$ cat src/design/rtctrm_pkg.sv
package rtctrm_pkg;
  // Register offsets on the register port
  localparam logic [3:0] OFS_DAY = 4'h4;
  localparam logic [3:0] OFS_TRIM = 4'h8;
  localparam logic [3:0] OFS_MATCH = 4'hA;
  // Values after reset
  localparam logic [7:0] RST_DAY = 8'h10;
  localparam logic [7:0] RST_TRIM = 8'h80;
  localparam logic [7:0] RST_MATCH = 8'h40;
  // Writable bits; the others read as zero
  localparam logic [7:0] WMASK_DAY = 8'hF7;
  localparam logic [7:0] WMASK_TRIM = 8'hBF;
  localparam logic [7:0] WMASK_MATCH = 8'hDF;
  // Field positions
  localparam int SEL_LSB = 4;
  localparam int OE_BIT = 6;
  localparam int SIGN_BIT = 5;
  localparam int MAG_LSB = 0;
  // Selector codes
  localparam logic [3:0] SEL_NONE = 4'h0;
  localparam logic [3:0] SEL_FULL = 4'h1;
  // Divider chain counts, in oscillator cycles or stage steps
  localparam logic [7:0] PRE_LAST = 8'hFF;
  localparam logic [7:0] STRETCH_LOAD = 8'h80;
  localparam logic [6:0] SUB_LAST = 7'h7F;
  localparam logic [6:0] SUB_SKIP = 7'h7E;
  localparam logic [5:0] SEC_LAST = 6'h3B;
endpackage : rtctrm_pkg

$ cat src/design/rtctrm_link_if.sv
`timescale 1ns/1ps
interface rtctrm_link_if;
  logic osc_tick;
  logic [14:0] taps;
  logic [4:0] mag;
  logic pos;
  logic sec_tick;
  logic trim_evt;
  modport ctl (output osc_tick, output mag, output pos, input taps, input sec_tick, input trim_evt);
  modport div (input osc_tick, output taps);
  modport trim (input osc_tick, input mag, input pos, output sec_tick, output trim_evt);
endinterface : rtctrm_link_if

$ cat src/design/rtctrm_wave_div.sv
`timescale 1ns/1ps
module rtctrm_wave_div (
  input wire logic mclk, // System clock
  input wire logic nrst, // Synchronous reset, active low
  rtctrm_link_if.div lnk // Oscillator tick in, divider taps out
);
  typedef struct packed {
    logic [14:0] cnt;
  } rtctrm_div_t;

  rtctrm_div_t st_r;
  rtctrm_div_t st_nxt;

  // Free-running chain ahead of the correction point
  always_comb begin
    st_nxt = st_r;
    if (!nrst) begin
      st_nxt.cnt = 15'h0000;
    end else if (lnk.osc_tick) begin
      st_nxt.cnt = 15'(st_r.cnt + 15'h0001);
    end
  end

  always_ff @(posedge mclk) begin
    st_r <= st_nxt;
  end

  assign lnk.taps = st_r.cnt;
endmodule : rtctrm_wave_div

$ cat src/design/rtctrm_rate_trim.sv
`timescale 1ns/1ps
module rtctrm_rate_trim (
  input wire logic mclk, // System clock
  input wire logic nrst, // Synchronous reset, active low
  rtctrm_link_if.trim lnk // Oscillator tick and trim value in, second tick out
);
  typedef struct packed {
    logic [7:0] pre;
    logic [6:0] sub;
    logic [5:0] sec;
    logic [5:0] minute;
    logic stretch;
    logic sec_tick;
    logic evt;
  } rtctrm_trim_t;

  rtctrm_trim_t st_r;
  rtctrm_trim_t st_nxt;
  logic due;

  // One event in second 0 of each of the first 2N minutes
  assign due = (st_r.sec == 6'h00) && ({1'b0, st_r.minute} < {1'b0, lnk.mag, 1'b0});

  always_comb begin
    logic end_sec;
    end_sec = 1'b0;
    st_nxt = st_r;
    st_nxt.sec_tick = 1'b0;
    st_nxt.evt = 1'b0;
    if (!nrst) begin
      st_nxt = '0;
    end else if (lnk.osc_tick) begin
      if (st_r.pre != rtctrm_pkg::PRE_LAST) begin
        st_nxt.pre = 8'(st_r.pre + 8'h01);
      end else begin
        st_nxt.pre = 8'h00;
        if (st_r.stretch) begin
          st_nxt.stretch = 1'b0;
          end_sec = 1'b1;
        end else if (st_r.sub == rtctrm_pkg::SUB_SKIP && due && !lnk.pos) begin
          // Drop the last 128 Hz step: second is 256 cycles short
          end_sec = 1'b1;
          st_nxt.evt = 1'b1;
        end else if (st_r.sub == rtctrm_pkg::SUB_LAST) begin
          if (due && lnk.pos) begin
            // Run half a step more: second is 128 cycles longer
            st_nxt.pre = rtctrm_pkg::STRETCH_LOAD;
            st_nxt.stretch = 1'b1;
            st_nxt.evt = 1'b1;
          end else begin
            end_sec = 1'b1;
          end
        end else begin
          st_nxt.sub = 7'(st_r.sub + 7'h01);
        end
      end
      if (end_sec) begin
        st_nxt.sub = 7'h00;
        st_nxt.sec_tick = 1'b1;
        if (st_r.sec == rtctrm_pkg::SEC_LAST) begin
          st_nxt.sec = 6'h00;
          st_nxt.minute = 6'(st_r.minute + 6'h01);
        end else begin
          st_nxt.sec = 6'(st_r.sec + 6'h01);
        end
      end
    end
  end

  always_ff @(posedge mclk) begin
    st_r <= st_nxt;
  end

  assign lnk.sec_tick = st_r.sec_tick;
  assign lnk.trim_evt = st_r.evt;
endmodule : rtctrm_rate_trim

$ cat src/design/rtctrm_top.sv
`timescale 1ns/1ps
module rtctrm_top (
  input wire logic mclk, // System clock, 10 MHz
  input wire logic nrst, // Synchronous reset, active low
  input wire logic osc_in, // Crystal oscillator level, asynchronous
  input wire logic [3:0] reg_addr, // Register offset
  input wire logic reg_wr, // Write strobe
  input wire logic reg_rd, // Read strobe
  input wire logic [7:0] reg_wdata, // Write data
  output logic [7:0] reg_rdata, // Read data, one cycle after reg_rd
  output logic square_wave_out, // Programmable square wave
  output logic second_tick, // One pulse per trimmed second
  output logic trim_event // One pulse per compensation event
);
  typedef struct packed {
    logic osc_s1;
    logic osc_s2;
    logic osc_prev;
    logic [7:0] day;
    logic [7:0] trim;
    logic [7:0] match;
    logic [7:0] rdata;
    logic sq_out;
  } rtctrm_top_t;

  rtctrm_top_t st_r;
  rtctrm_top_t st_nxt;
  rtctrm_link_if lnk ();

  logic [3:0] out_freq_select;
  logic square_wave_out_enable;
  logic wave_src;

  assign out_freq_select = st_r.day[rtctrm_pkg::SEL_LSB +: 4];
  assign square_wave_out_enable = st_r.match[rtctrm_pkg::OE_BIT];

  // Wave source is the untrimmed chain, so trim events never reach it
  always_comb begin
    unique case (out_freq_select)
      rtctrm_pkg::SEL_NONE: begin
        wave_src = 1'b0;
      end
      rtctrm_pkg::SEL_FULL: begin
        wave_src = st_r.osc_s2;
      end
      4'h2: begin
        wave_src = lnk.taps[1];
      end
      4'h3: begin
        wave_src = lnk.taps[2];
      end
      4'h4: begin
        wave_src = lnk.taps[3];
      end
      4'h5: begin
        wave_src = lnk.taps[4];
      end
      4'h6: begin
        wave_src = lnk.taps[5];
      end
      4'h7: begin
        wave_src = lnk.taps[6];
      end
      4'h8: begin
        wave_src = lnk.taps[7];
      end
      4'h9: begin
        wave_src = lnk.taps[8];
      end
      4'hA: begin
        wave_src = lnk.taps[9];
      end
      4'hB: begin
        wave_src = lnk.taps[10];
      end
      4'hC: begin
        wave_src = lnk.taps[11];
      end
      4'hD: begin
        wave_src = lnk.taps[12];
      end
      4'hE: begin
        wave_src = lnk.taps[13];
      end
      4'hF: begin
        wave_src = lnk.taps[14];
      end
    endcase
  end

  assign lnk.osc_tick = st_r.osc_s2 && !st_r.osc_prev;
  assign lnk.mag = st_r.trim[rtctrm_pkg::MAG_LSB +: 5];
  assign lnk.pos = st_r.trim[rtctrm_pkg::SIGN_BIT];

  always_comb begin
    st_nxt = st_r;
    st_nxt.osc_s1 = osc_in;
    st_nxt.osc_s2 = st_r.osc_s1;
    st_nxt.osc_prev = st_r.osc_s2;
    if (!nrst) begin
      st_nxt.day = rtctrm_pkg::RST_DAY;
      st_nxt.trim = rtctrm_pkg::RST_TRIM;
      st_nxt.match = rtctrm_pkg::RST_MATCH;
      st_nxt.rdata = 8'h00;
      st_nxt.sq_out = 1'b0;
    end else begin
      if (reg_wr) begin
        unique case (reg_addr)
          rtctrm_pkg::OFS_DAY: begin
            st_nxt.day = reg_wdata & rtctrm_pkg::WMASK_DAY;
          end
          rtctrm_pkg::OFS_TRIM: begin
            st_nxt.trim = reg_wdata & rtctrm_pkg::WMASK_TRIM;
          end
          rtctrm_pkg::OFS_MATCH: begin
            st_nxt.match = reg_wdata & rtctrm_pkg::WMASK_MATCH;
          end
          default: begin
          end
        endcase
      end
      if (reg_rd) begin
        unique case (reg_addr)
          rtctrm_pkg::OFS_DAY: begin
            st_nxt.rdata = st_r.day;
          end
          rtctrm_pkg::OFS_TRIM: begin
            st_nxt.rdata = st_r.trim;
          end
          rtctrm_pkg::OFS_MATCH: begin
            st_nxt.rdata = st_r.match;
          end
          default: begin
            st_nxt.rdata = 8'h00;
          end
        endcase
      end
      // Pin is held low while disabled
      st_nxt.sq_out = square_wave_out_enable && (out_freq_select != rtctrm_pkg::SEL_NONE) && wave_src;
    end
  end

  always_ff @(posedge mclk) begin
    st_r <= st_nxt;
  end

  rtctrm_wave_div u_div (
    .mclk(mclk),
    .nrst(nrst),
    .lnk(lnk.div)
  );

  rtctrm_rate_trim u_trim (
    .mclk(mclk),
    .nrst(nrst),
    .lnk(lnk.trim)
  );

  assign reg_rdata = st_r.rdata;
  assign square_wave_out = st_r.sq_out;
  assign second_tick = lnk.sec_tick;
  assign trim_event = lnk.trim_evt;
endmodule : rtctrm_top

$ cat config.mk
export PLATFORM = sky130hd
export DESIGN_NAME = rtctrm_top
export DESIGN_NICKNAME = d
export VERILOG_FILES = /design/src/design/rtctrm_pkg.sv /design/src/design/rtctrm_link_if.sv /design/src/design/rtctrm_wave_div.sv /design/src/design/rtctrm_rate_trim.sv /design/src/design/rtctrm_top.sv
export SDC_FILE = /design/constraint.sdc
export NUM_CORES = 1
export LEC_CHECK = 0
export CAP_MARGIN = 25
export CORE_UTILIZATION = 28
export CTS_BUF_LIST = sky130_fd_sc_hd__clkbuf_4 sky130_fd_sc_hd__clkbuf_8
export CTS_CLUSTER_DIAMETER = 40
export DETAILED_ROUTE_END_ITERATION = 12
export DONT_BUFFER_PORTS = 1
export GPL_ROUTABILITY_DRIVEN = 0
export SYNTH_ARGS = -nofsm -noshare
export SYNTH_HDL_FRONTEND = slang
export SYNTH_SLANG_ARGS = --single-unit
$ cat constraint.sdc
create_clock -name mclk -period 7.21 [get_ports mclk]
set_input_delay 0.3605 -clock mclk [delete_from_list [all_inputs] [get_ports mclk]]
set_output_delay 0.3605 -clock mclk [all_outputs]
set_load 0.01 [all_outputs]
# After elaboration in Yosys (flattened, before gate mapping)
# Index checks and enable logic that the tools add are counted.
dict set report totals {
  regBits 78
  in_bits 17
  out_inout_bits 11
}
dict set report op_classes {
  n_reduce_logical 21
  n_eq_ne 26
  n_lt_le_gt_ge 1
  mux 25
  n_bitwise 3
  n_addsub 5
}
# op count
set op_table {}
lappend op_table {{$eq A4 B4 Y1 const B} 10}
lappend op_table {{$mux W15} 2}
lappend op_table {{$mux W8} 3}
lappend op_table {{$pmux W8 S3} 1}
lappend op_table {{$eq A4 B3 Y1 const B} 5}
lappend op_table {{$mux W19} 1}
lappend op_table {{$pmux W1 S16} 1}
lappend op_table {{$add A15 B1 Y15 const B} 1}
lappend op_table {{$eq A7 B7 Y1 const B} 2}
lappend op_table {{$mux W7} 2}
lappend op_table {{$mux W1} 13}
lappend op_table {{$add A6 B1 Y6 const B} 2}
lappend op_table {{$mux W6} 2}
lappend op_table {{$reduce_and A2 Y1} 6}
lappend op_table {{$add A8 B1 Y8 const B} 1}
lappend op_table {{$eq A4 B2 Y1 const B} 2}
lappend op_table {{$ne A2 B2 Y1 const B} 4}
lappend op_table {{$ne A8 B8 Y1 const B} 1}
lappend op_table {{$add A7 B1 Y7 const B} 1}
lappend op_table {{$logic_and A1 B1 Y1} 7}
lappend op_table {{$eq A6 B6 Y1 const B} 1}
lappend op_table {{$logic_not A6 Y1} 1}
lappend op_table {{$lt A6 B6 Y1} 1}
lappend op_table {{$reduce_and A5 Y1} 1}
lappend op_table {{7 further kinds} 10}

# Logic depth before layout (Yosys ltp)
# Gate-level depths: netlist of run 1.
dict set report depth {
  word_depth 12
  depth_mapped 10
}

# Modules after synthesis
# A second synthesis of run 1 with hierarchy kept.
dict set report hier_totals {
  cells_unflattened 436
  area_unflattened_um2 4010.1
}
# mod cells_each area_per_inst_um2 n_inst
set modules_own_cells {}
lappend modules_own_cells {rtctrm_rate_trim 193 1669.1 1}
lappend modules_own_cells {rtctrm_top 167 1595.3 1}
lappend modules_own_cells {rtctrm_wave_div 76 745.7 1}

# Worst setup path before layout of run 1
# Ideal clock, no wire load.
dict set report synth_timing {
  kind {flip-flop to flip-flop}
  start {reg st_r (netlist bit lnk.mag[4])}
  end {reg u_trim.st_r[11] in the netlist's numbering}
  required_ns 7.143
  path_slack_ns 4.564
  path_stages_with_launch 11
  setup_time_ns 0.067
  t_arrival_ns 2.579
  synth_period_minus_slack_ns 2.646
  path_cell_list {dfxtp_1 > inv_1 > ha_1 > or4b_1 > a2111o_1 > a211o_1 > a211oi_2 > buf_6 > buf_12 > o21ai_1 > a21oi_2}
}
dict set report synth_between {
  elab_chain_cells 11
  elab_cells_between_ends 13
}
# element line_no
set synth_lines {}
lappend synth_lines {{start: declaration} rtctrm_top.sv:26} ;# rtctrm_top_t st_r;
lappend synth_lines {{start signal: assignment} rtctrm_top.sv:144} ;# st_r <= st_nxt;
lappend synth_lines {{$lt A6 B6 Y1 (*)} rtctrm_rate_trim.sv:22} ;# assign due = (st_r.sec == 6'h00) && ({1'b0, st_r.minute} < {1'b0, lnk.mag, 1'b0});
lappend synth_lines {{$logic_and A1 B1 Y1 (*)} rtctrm_rate_trim.sv:22}
lappend synth_lines {{$logic_and A1 B1 Y1} rtctrm_rate_trim.sv:45} ;# if (due && lnk.pos) begin
lappend synth_lines {{$mux W1} rtctrm_rate_trim.sv:45}
lappend synth_lines {{$mux W1} rtctrm_rate_trim.sv:44} ;# end else if (st_r.sub == rtctrm_pkg::SUB_LAST) begin
lappend synth_lines {{$mux W1 (*)} rtctrm_rate_trim.sv:40} ;# end else if (st_r.sub == rtctrm_pkg::SUB_SKIP && due && !lnk.pos) begin
lappend synth_lines {{$mux W1 (*)} rtctrm_rate_trim.sv:37} ;# if (st_r.stretch) begin
lappend synth_lines {{$mux W1 (*)} rtctrm_rate_trim.sv:33} ;# if (st_r.pre != rtctrm_pkg::PRE_LAST) begin
lappend synth_lines {{$mux W1 (*)} rtctrm_rate_trim.sv:32} ;# end else if (lnk.osc_tick) begin
lappend synth_lines {{$mux W1 (*)} rtctrm_rate_trim.sv:30} ;# if (!nrst) begin
lappend synth_lines {{$reduce_and A2 Y1 (no source line) (*)} -}
lappend synth_lines {{end signal: assignment} rtctrm_rate_trim.sv:71} ;# st_r <= st_nxt;
lappend synth_lines {{end: declaration} rtctrm_rate_trim.sv:17} ;# rtctrm_trim_t st_r;
# Mark *: on every way between the ends. The rest lies on a longest branch, timed or not. The select of a mux whose other input is x is not followed.
# A chain may end at the register's enable or synchronous reset.

# Final worst setup path of run 1
dict set report layout_timing {
  start {reg st_r (netlist bit lnk.mag[4])}
  end {reg u_trim.st_r[15] in the netlist's numbering}
}
dict set report layout_between {
  elab_chain_cells 12
  elab_cells_between_ends 18
}
# element line_no
set layout_lines {}
lappend layout_lines {{$lt A6 B6 Y1 (*)} rtctrm_rate_trim.sv:22}
lappend layout_lines {{$logic_and A1 B1 Y1 (*)} rtctrm_rate_trim.sv:22}
lappend layout_lines {{$logic_and A1 B1 Y1} rtctrm_rate_trim.sv:45}
lappend layout_lines {{$mux W1} rtctrm_rate_trim.sv:45}
lappend layout_lines {{$mux W1} rtctrm_rate_trim.sv:44}
lappend layout_lines {{$mux W1} rtctrm_rate_trim.sv:40}
lappend layout_lines {{$mux W1} rtctrm_rate_trim.sv:37}
lappend layout_lines {{$mux W1} rtctrm_rate_trim.sv:33}
lappend layout_lines {{$mux W1} rtctrm_rate_trim.sv:32}
lappend layout_lines {{$mux W1} rtctrm_rate_trim.sv:30}
lappend layout_lines {{$ne A2 B2 Y1 (no source line)} -}
lappend layout_lines {{$reduce_and A5 Y1 (no source line)} -}
# Marked as above.

==> flow_metrics.tcl, run 1 <==
set metrics [dict create \
    die_h_um 116 \
    ys_async_sr_fraction_pct 0 \
    synth_nets 437 \
    hold_depth 0 \
    endpoint_kind "flop" \
    clock_path_buffers 2 \
    synth_top_family_by_area "simple AND/OR/NAND/NOR gates" \
    synth_area_leader_cell "dfxtp_1" \
    yosysMostFrequentCell "dfxtp_1" \
    worstSetupStartpointType "flop" \
    antenna_found_initial 0 \
    wirelength_um 7630 \
    synth-compound-area-share_pct 13.1 \
    status "finished clean" \
    nNetsFinal 424 \
    gr-usage-all-layers_pct 11.9 \
    grt_max_degree 45 \
    crit_required_ns 7.43 \
    reg2regPathDepth 8 \
    vdd_drop_max_mv 0.0900 \
    synthCells 409 \
    clock_skew_ns 0.0136 \
    synth_cell_type_count 51 \
    clkSinkCount 78 \
    start_util_pct 28.8 \
    synth-adder-area-share_pct 3.75 \
    netlist.area_leader.share_pct 42.6 \
    clkTransAtPathRegs_ns 0.08 \
    yosysWarnings 0 \
    drt_iter0_drc 192 \
    cts_buffers 9 \
    seq_area_frac_synth_pct 42.6 \
    synth_common_cells "dfxtp_1 (78), nor2_1 (51), nand2_1 (32)" \
    pin_count 28 \
    rows 41 \
    clk_latency_ns 0.35 \
    synth_edf_count 0 \
    antenna_cells 0 \
    hold_class "in2reg" \
    arrival_ns 3.21 \
    cts_tree "yes" \
    slew_viol_final 0 \
    r2r_start "lnk.mag[4]" \
    first_pass_iters 4 \
    syn_area_per_cell_um2 8.97 \
    tightest_slew_ns 1.01 \
    die_x_um 116 \
    crit_type "reg2reg" \
    synthXorXnorAreaFrac_pct 5.73 \
    p_leak_nw 1.37 \
    grt_pass1_wl_um 12600 \
    ctsResizeCount 0 \
    period_share_pct 41.5 \
    nFillCells 1361 \
    ys_seq_elements 78 \
    maxCapViolCount 0 \
    hold_buffers 0 \
    syn_to_final_growth_pct 9.35 \
    overflow 0 \
    worst_hold_startpoint "osc_in" \
    cts_htree_levels 3 \
    dieArea_mm2 0.0136 \
    p_per_area_mw_per_mm2 219 \
    setup_viol 0 \
    synth_area_leaders "dfxtp_1 (43%), nor2_1 (5.2%), mux2i_1 (4.9%)" \
    drt-wirelength-per-cell_um 13.3 \
    synth_ff_type "dfxtp_1" \
    yosys.area_share.simple_pct 21.9 \
    r2r-end "u_trim.st_r[15]" \
    ant_nets 0 \
    synthMuxAreaShare_pct 7.37 \
    slew_headroom_pct 32.2 \
    rsz0062_at_grt "no" \
    hold_viol_final 0 \
    cts-root-buf "clkbuf_8" \
    post-cts-setup-buffers 0 \
    fmax_mhz 334 \
    worst-r2r-setup-slack_ns 4.22 \
    vias 2823 \
    tns_ns 0 \
    hold_slack_ns 0.0330 \
    syn_area_mm2 0.00367 \
    crit_fanout 5 \
    drcViolationCount 0 \
    layout-drive-gt1-share_pct 7.98 \
    core_area_mm2 0.0127 \
    finalCriticalPeriod_ns 2.99 \
    vias_per_cell 4.93 \
    dp.final_hpwl_um 5280 \
    numPortBuffers 0 \
    whs_endpoint "st_nxt[34]" \
    grt_pass1_vias 2650 \
]
## how the worst max path moves through the flow
stage | slack, ns | cells after the start | start | endpoint
after floorplan | 4.56 | 10 | lnk.mag[4] | u_trim.st_r[11]
after global placement | 4.29 | 8 | lnk.mag[4] | u_trim.st_r[17]
after detailed placement | 4.24 | 9 | lnk.mag[4] | u_trim.st_r[12]
after CTS | 4.23 | 8 | lnk.mag[4] | u_trim.st_r[19]
after global routing | 3.89 | 8 | lnk.mag[4] | u_trim.st_r[17]
final | 4.22 | 8 | lnk.mag[4] | u_trim.st_r[15]
## per-layer routing
metal | vias up | wire (um) | track usage (%)
li1 | 1421 | - | -
met1 | 1353 | 3610 | 15.3
met2 | 39 | 3690 | 19.3
met3 | 10 | 229 | 3.06
met4 | 0 | 99 | 4.10
met5 | - | 0 | 0
## cells in the final DEF, fill, tap and decap left out, types with 2 or more instances in the layout
cell        n
dfxtp_1    78
nand2b_1    2
ha_1       11
a21oi_2     2
o21ai_1     5
and3_1      6
o21ai_0     7
a2111oi_0   2
bufinv_16   3
nand3_1    22
or4_1       8
or3_1       2
inv_1      12
a32oi_1     2
a21oi_1    21
xnor2_1    11
mux2i_1    18
nor3b_1     3
nor3_1      6
mux2_2      2
xor2_1     13
nor2b_1     4
and2_1      4
nand4_1    11
nor2_1     51
nand2_1    32
inv_6       3
clkbuf_8    9
a211oi_1   11
and4_1      4
buf_4       4
mux4_2      3
a22oi_1     6
o31ai_1     7
## metrics by stage
step | setup WS [ns] | cells | utilization, % | area, um2 | total power [mW]
final | 4.22 | 573 | 31.5 | 4010 | 0.879
after global routing | 3.89 | 573 | 31.5 | 4010 | 0.912
after CTS | 4.23 | 573 | 31.5 | 4010 | 0.888
after detailed placement | 4.24 | 557 | 29.6 | 3760 | 0.478
after global placement | 4.29 | 557 | 29.6 | 3760 | 0.477
after floorplan | 4.56 | 409 | - | 3670 | 0.477
## worst max-delay path: stages (launching register included)
cell	delay (ns)
dfxtp_1	0.34
inv_1	0.06
ha_1	0.20
or4b_1	0.49
a2111o_1	0.46
a2111oi_1	0.93
nor2_2	0.12
xnor2_1	0.21
nor2_1	0.07
## kinds of logic (layout without fill, tap and decap cells)
logic type,after synthesis,count (layout)
compound gates,72,72
xor+xnor,24,24
simple gates,161,161
mux,23,23
buf+inv,40,32
fa+ha+maj,11,11
flops,78,78
## state kept, by name, summed over array words and instances (netlist names)
name / flops
lnk.pos: 1
u_div.lnk.taps: 15
out_freq_select: 4
u_trim.lnk.trim_evt: 1
st_r: 11
square_wave_out: 1
u_trim.lnk.sec_tick: 1
st_nxt: 2
lnk.mag: 5
square_wave_out_enable: 1
u_trim.st_r: 28
reg_rdata: 8
## cell type report
type | instances | area (um2) | share of cell area (%)
clock buffer | 9 | 124 | 3.09
clock inverter | 7 | 128 | 3.18
inverter | 12 | 45.0 | 1.12
multi-input combinational | 291 | 1910 | 47.6
sequential | 78 | 1560 | 38.9
tap | 172 | 215 | 5.36
timing repair buffer | 4 | 30.0 | 0.749
## power breakdown
group | switching (mW) | internal (mW) | total [mW] | leakage (nW)
clock network | 0.176 | 0.236 | 0.412 | 0.127
logic | 0.0149 | 0.00985 | 0.0247 | 0.613
registers | 0.00587 | 0.437 | 0.443 | 0.632
No activity file was read; power rests on OpenSTA's default activity.
==> inputs of run 2 (changes only) <==
==> constraint.sdc (replaced) <==
create_clock -name mclk -period 2.9 [get_ports mclk]
set_input_delay 0.145 -clock mclk [delete_from_list [all_inputs] [get_ports mclk]]
set_output_delay 0.145 -clock mclk [all_outputs]
set_load 0.01 [all_outputs]
==> run 2 against run 1 <==
  * Die area did not move
  * Final cell count is 4.4% higher
  * Cell area up 4.6%
  * Utilization increased by 1.5 points
  * Combinational power rose to 3.6 times the previous value
  * Clock skew down 0.0016 ns
  * Non-clock buffer count increased by 25
  * Worst hold slack got worse by 0.0023 ns
==> flow_metrics.tcl, run 2 (synthesis gave the netlist of run 1 again) <==
set metrics [dict create \
    status "finished clean" \
    cts-root-buf "clkbuf_8" \
    overflow 0 \
    vias_per_cell 4.81 \
    rsz0062_at_grt "no" \
    clk_latency_ns 0.35 \
    cp_top_family "simple AND/OR/NAND/NOR gates" \
    top_register "u_trim.st_r" \
    core_area_mm2 0.0127 \
    drt_iter0_drc 162 \
    dp.final_hpwl_um 5230 \
    ant_nets 0 \
    crit_top_cell "a211oi_2" \
    cp_slowest_cell "or4_1" \
    critPathMaxStageDelay_ns 0.50 \
    hold_slack_ns 0.0308 \
    start_util_pct 28.8 \
    clkTransAtPathRegs_ns 0.09 \
    slew_viol_final 0 \
    grt_pass1_vias 2699 \
    post-cts-setup-buffers 0 \
    die_x_um 116 \
    p_leak_nw 1.43 \
    dieArea_mm2 0.0136 \
    hold_depth 3 \
    clock_path_buffers 2 \
    pin_count 28 \
    slew_headroom_pct 45.7 \
    grt_pass1_wl_um 12700 \
    hold_viol_final 0 \
    cts_buffers 9 \
    vias 2878 \
    finalCriticalPeriod_ns 2.67 \
    crit_type "reg2reg" \
    cp_cell_sequence "inv_1, ha_1, or4b_1, a2111o_1, a211oi_2, a211oi_2, buf_4, or4_1, a21oi_1" \
    layout-drive-gt1-share_pct 8.92 \
    crit_required_ns 3.18 \
    largest_reg_flops 28 \
    path_buf_inv 2 \
    clkSinkCount 78 \
    drcViolationCount 0 \
    gr-usage-all-layers_pct 11.9 \
    p_per_area_mw_per_mm2 463 \
    first_pass_iters 4 \
    wirelength_um 7640 \
    rows 41 \
    grt_max_degree 36 \
    antenna_cells 0 \
    final_cell_mix "dfxtp_1 (78), nor2_1 (51), nand2_1 (32)" \
    die_h_um 116 \
    vdd_drop_max_mv 0.199 \
    tns_ns 0 \
    nFillCells 1357 \
    worstSetupStartpointType "flop" \
    endpoint_kind "flop" \
    cts_htree_levels 3 \
    cts_tree "yes" \
    final_common_cell "dfxtp_1" \
    period_share_pct 91.9 \
    drt-wirelength-per-cell_um 12.8 \
    worst-path-stages 9 \
    reg2regPathDepth 9 \
    final_util_pct 33.0 \
    numPortBuffers 0 \
    hold_class "in2reg" \
    crit_fanout 12 \
    fmax_mhz 375 \
    maxCapViolCount 0 \
    syn_to_final_growth_pct 14.4 \
    antenna_found_initial 0 \
    clock_skew_ns 0.0120 \
    nNetsFinal 449 \
    setup_viol 0 \
    arrival_ns 2.94 \
    tightest_slew_ns 0.813 \
]
run 2: cell count changes in the layout (fill, tap and decap cells not counted), sizes merged:
cell         previous run  this run
dlygate4sd3             0        20
buf                     4         9
bufinv                  3         0
clkinv                  0         2
clkinvlp                0         2
inv                    16        15
run 2: path summary, 6_finish.rpt:
kind,start,to,slack [ns]
setup / recovery,lnk.mag[4],u_trim.st_r[9],0.23
hold / removal,reg_addr[1],reg_rdata[3],0.03
setup reg to reg,lnk.mag[4],u_trim.st_r[9],0.23
hold reg to reg,st_nxt[34],st_nxt[33],0.33
run 2: where the power goes:
group	internal, mW	switching (mW)	total, mW
Sequential	1.09	0.0147	1.10
Combinational	0.0400	0.0486	0.0885
Clock	0.322	0.430	0.753
Total	1.45	0.494	1.94
run 2: per-layer routing:
metal  GRT usage, %  routed length, um  up-vias  part of all wire, %
met1           15.0               3610     1356                   47
met3           3.48                264        2                  3.5
met2           19.7               3750       41                   49
li1               -                  -     1479                    -
met5              0                  0        -                    0
met4           3.25                 19        0                 0.25
run 2: area by class of cell:
class / count / area, um2 / share of cell area [%]
clock buffer: 9 / 124 / 2.95
clock inverter: 7 / 57.6 / 1.37
inverter: 12 / 45.0 / 1.07
multi-input combinational: 291 / 1910 / 45.6
sequential: 78 / 1560 / 37.2
tap: 172 / 215 / 5.13
timing repair buffer: 29 / 280 / 6.68
run 2: worst reg2reg max path: cells and delay by family (launching register included):
family,cells,cell delay [ns]
AOI/OAI and AO/OA,4,0.84
adders and majority gates,1,0.20
buffers and inverters,2,0.25
DFF,1,0.33
and+or+nand+nor,2,0.98
run 2: metrics by stage:
step	cell area, um2	power [mW]	worst slack, ns	cells
floorplan	3670	1.19	0.254	409
global placement	3810	1.19	0.155	562
detailed placement	3810	1.19	0.101	562
CTS	4190	1.97	0.0549	598
global route	4200	2.03	0.0466	598
finish	4200	1.94	0.234	598
run 2: repair_timing:
item | 4_1_cts | 5_1_grt
hold buffers | 20 | 0
setup endpoints to repair | 0 | 9
resized for setup | 0 | 1
hold endpoints to repair | 33 | 0
==> inputs of run 3 (changes only) <==
--- a/config.mk
+++ b/config.mk
@@ -11,7 +11,8 @@
 export CTS_CLUSTER_DIAMETER = 40
 export DETAILED_ROUTE_END_ITERATION = 12
 export DONT_BUFFER_PORTS = 1
-export GPL_ROUTABILITY_DRIVEN = 0
+export GPL_TIMING_DRIVEN = 0
+export MAX_ROUTING_LAYER = met4
 export SYNTH_ARGS = -nofsm -noshare
 export SYNTH_HDL_FRONTEND = slang
 export SYNTH_SLANG_ARGS = --single-unit
==> run 3 against run 2 <==
  * Worst hold slack better by 0.065 ns
  * Clock power is 21% higher
  * Flip-flop and latch count stayed put
  * Sequential power is essentially flat
  * Utilization grew 0.54 points
  * Clock-buffer cell count did not move
  * Cell area is 1.6% higher
  * Wire length grew 8.4%
  * Register-to-register slack got worse by 0.097 ns
  * Final cell count rose by 2.2%
  * Global-route usage increased by 1.7 points
  * Critical endpoint is now u_trim.st_r[4]
==> flow_metrics.tcl, run 3 (synthesis gave the netlist of run 1 again) <==
set metrics [dict create \
    rows 41 \
    clk_latency_ns 0.35 \
    tns_ns 0 \
    die_h_um 116 \
    slew_headroom_pct 24.6 \
    fmax_mhz 362 \
    grt_max_degree 15 \
    worstSetupStartpointType "flop" \
    finalCriticalPeriod_ns 2.76 \
    hold_class "in2reg" \
    met2_usage_pct 22.2 \
    tightest_slew_ns 1.12 \
    endpoint_kind "flop" \
    worst_hold_startpoint "nrst" \
    drt_iter0_drc 185 \
    dieArea_mm2 0.0136 \
    cts-root-buf "clkbuf_8" \
    antenna_cells 0 \
    cp_cell_sequence "inv_1, ha_1, or4b_1, a2111o_1, a211o_1, a211oi_4, buf_6, buf_12, o21ai_1, a21oi_1" \
    grt_pass1_wl_um 13900 \
    layout-drive-gt1-share_pct 10.3 \
    placedInstanceArea_mm2 0.00389 \
    use_met1_pct 16.4 \
    core_area_mm2 0.0127 \
    syn_to_final_growth_pct 16.3 \
    place_congestion 0.762 \
    met3_usage_pct 3.79 \
    die_x_um 116 \
    start_util_pct 28.8 \
    vias 2933 \
    grt_pass1_vias 2861 \
    p_leak_nw 1.48 \
    setup_viol 0 \
    cp_top_family "compound AO/OA/AOI/OAI gates" \
    path_buf_inv 3 \
    drt-wirelength-per-cell_um 13.6 \
    overflow 0 \
    cts_buffers 9 \
    numPortBuffers 0 \
    multi_input_area_mm2 0.00194 \
    drcViolationCount 0 \
    dp.final_hpwl_um 5910 \
    vdd_drop_max_mv 0.189 \
    ant_nets 0 \
    cp_slowest_cell "or4b_1" \
    period_share_pct 95.3 \
    slew_viol_final 0 \
    crit_fanout 10 \
    grt_busiest_layer "met2" \
    power_mw 2.11 \
    setup.worst_path.start "lnk.mag[4]" \
    clkSinkCount 78 \
    maxCapViolCount 0 \
    r2r_start "lnk.mag[4]" \
    final_cell_mix "dfxtp_1 (78), nor2_1 (51), nand2_1 (32)" \
    critPathMaxStageDelay_ns 0.48 \
    first_pass_iters 4 \
    crit_type "reg2reg" \
    largest_reg_flops 28 \
    final_common_cell "dfxtp_1" \
    nFillCells 1355 \
    pin_count 28 \
    top_register "u_trim.st_r" \
    clock_path_buffers 2 \
    final_area_mm2 0.00427 \
    arrival_ns 3.04 \
    status "finished clean" \
    gr-usage-all-layers_pct 13.5 \
    wirelength_um 8280 \
    hold_viol_final 0 \
    worst-r2r-setup-slack_ns 0.14 \
    crit_required_ns 3.18 \
    antenna_found_initial 0 \
    cts_htree_levels 3 \
    final_util_pct 33.5 \
    clock_skew_ns 0.00943 \
    clkTransAtPathRegs_ns 0.09 \
    cts_tree "yes" \
    nNetsFinal 462 \
    seqCellArea_mm2 0.00156 \
    vias_per_cell 4.80 \
    p_per_area_mw_per_mm2 494 \
]
[run 3: cell type report]
class | count | area share, %
plain buffers | 28 | 3.75
clock buffers | 9 | 2.90
clock inverters | 7 | 2.29
inverters | 12 | 1.06
well taps | 172 | 5.05
repair buffers | 14 | 2.93
multi-input cells | 291 | 45.4
flip-flops and latches | 78 | 36.6
[run 3: worst paths after layout]
kind	endpoint	cells past startpoint
max	u_trim.st_r[4]	10
min	st_r[24]	2
max reg2reg	u_trim.st_r[4]	10
min reg2reg	st_nxt[33]	0
[run 3: what timing repair did]
action	4_1_cts	5_1_grt
resized for setup	3	2
pin swaps	1	4
setup endpoints to repair	17	20
gates cloned	0	1
hold buffers	10	0
setup buffers	1	1
hold endpoints to repair	28	0
[run 3: power breakdown]
group	switching (mW)	leakage [nW]	internal [mW]
Combinational	0.0614	0.738	0.0409
Clock	0.423	0.106	0.487
Sequential	0.0106	0.632	1.09
[run 3: per-stage QoR]
| step | hold WS [ns] | cells | setup WS [ns] |
|---|---|---|---|
| after floorplan | 0.173 | 409 | 0.254 |
| after global placement | 0.173 | 581 | -0.0887 |
| after detailed placement | 0.173 | 582 | -0.126 |
| after CTS | 0.0819 | 609 | 0.0483 |
| after global routing | 0.0868 | 611 | -0.0102 |
| final | 0.0958 | 611 | 0.137 |
[run 3: per-layer routing]
layer  wire [um]  up-vias
met5           0        -
met4          69        0
met3         270        8
met2        3980       42
met1        3970     1383
li1            -     1500
[run 3: worst reg2reg max path: stages (launching register included)]
cell      delay, ns
dfxtp_1        0.35
inv_1          0.07
ha_1           0.20
or4b_1         0.48
a2111o_1       0.40
a211o_1        0.29
a211oi_4       0.37
buf_6          0.19
buf_12         0.12
o21ai_1        0.08
a21oi_1        0.13
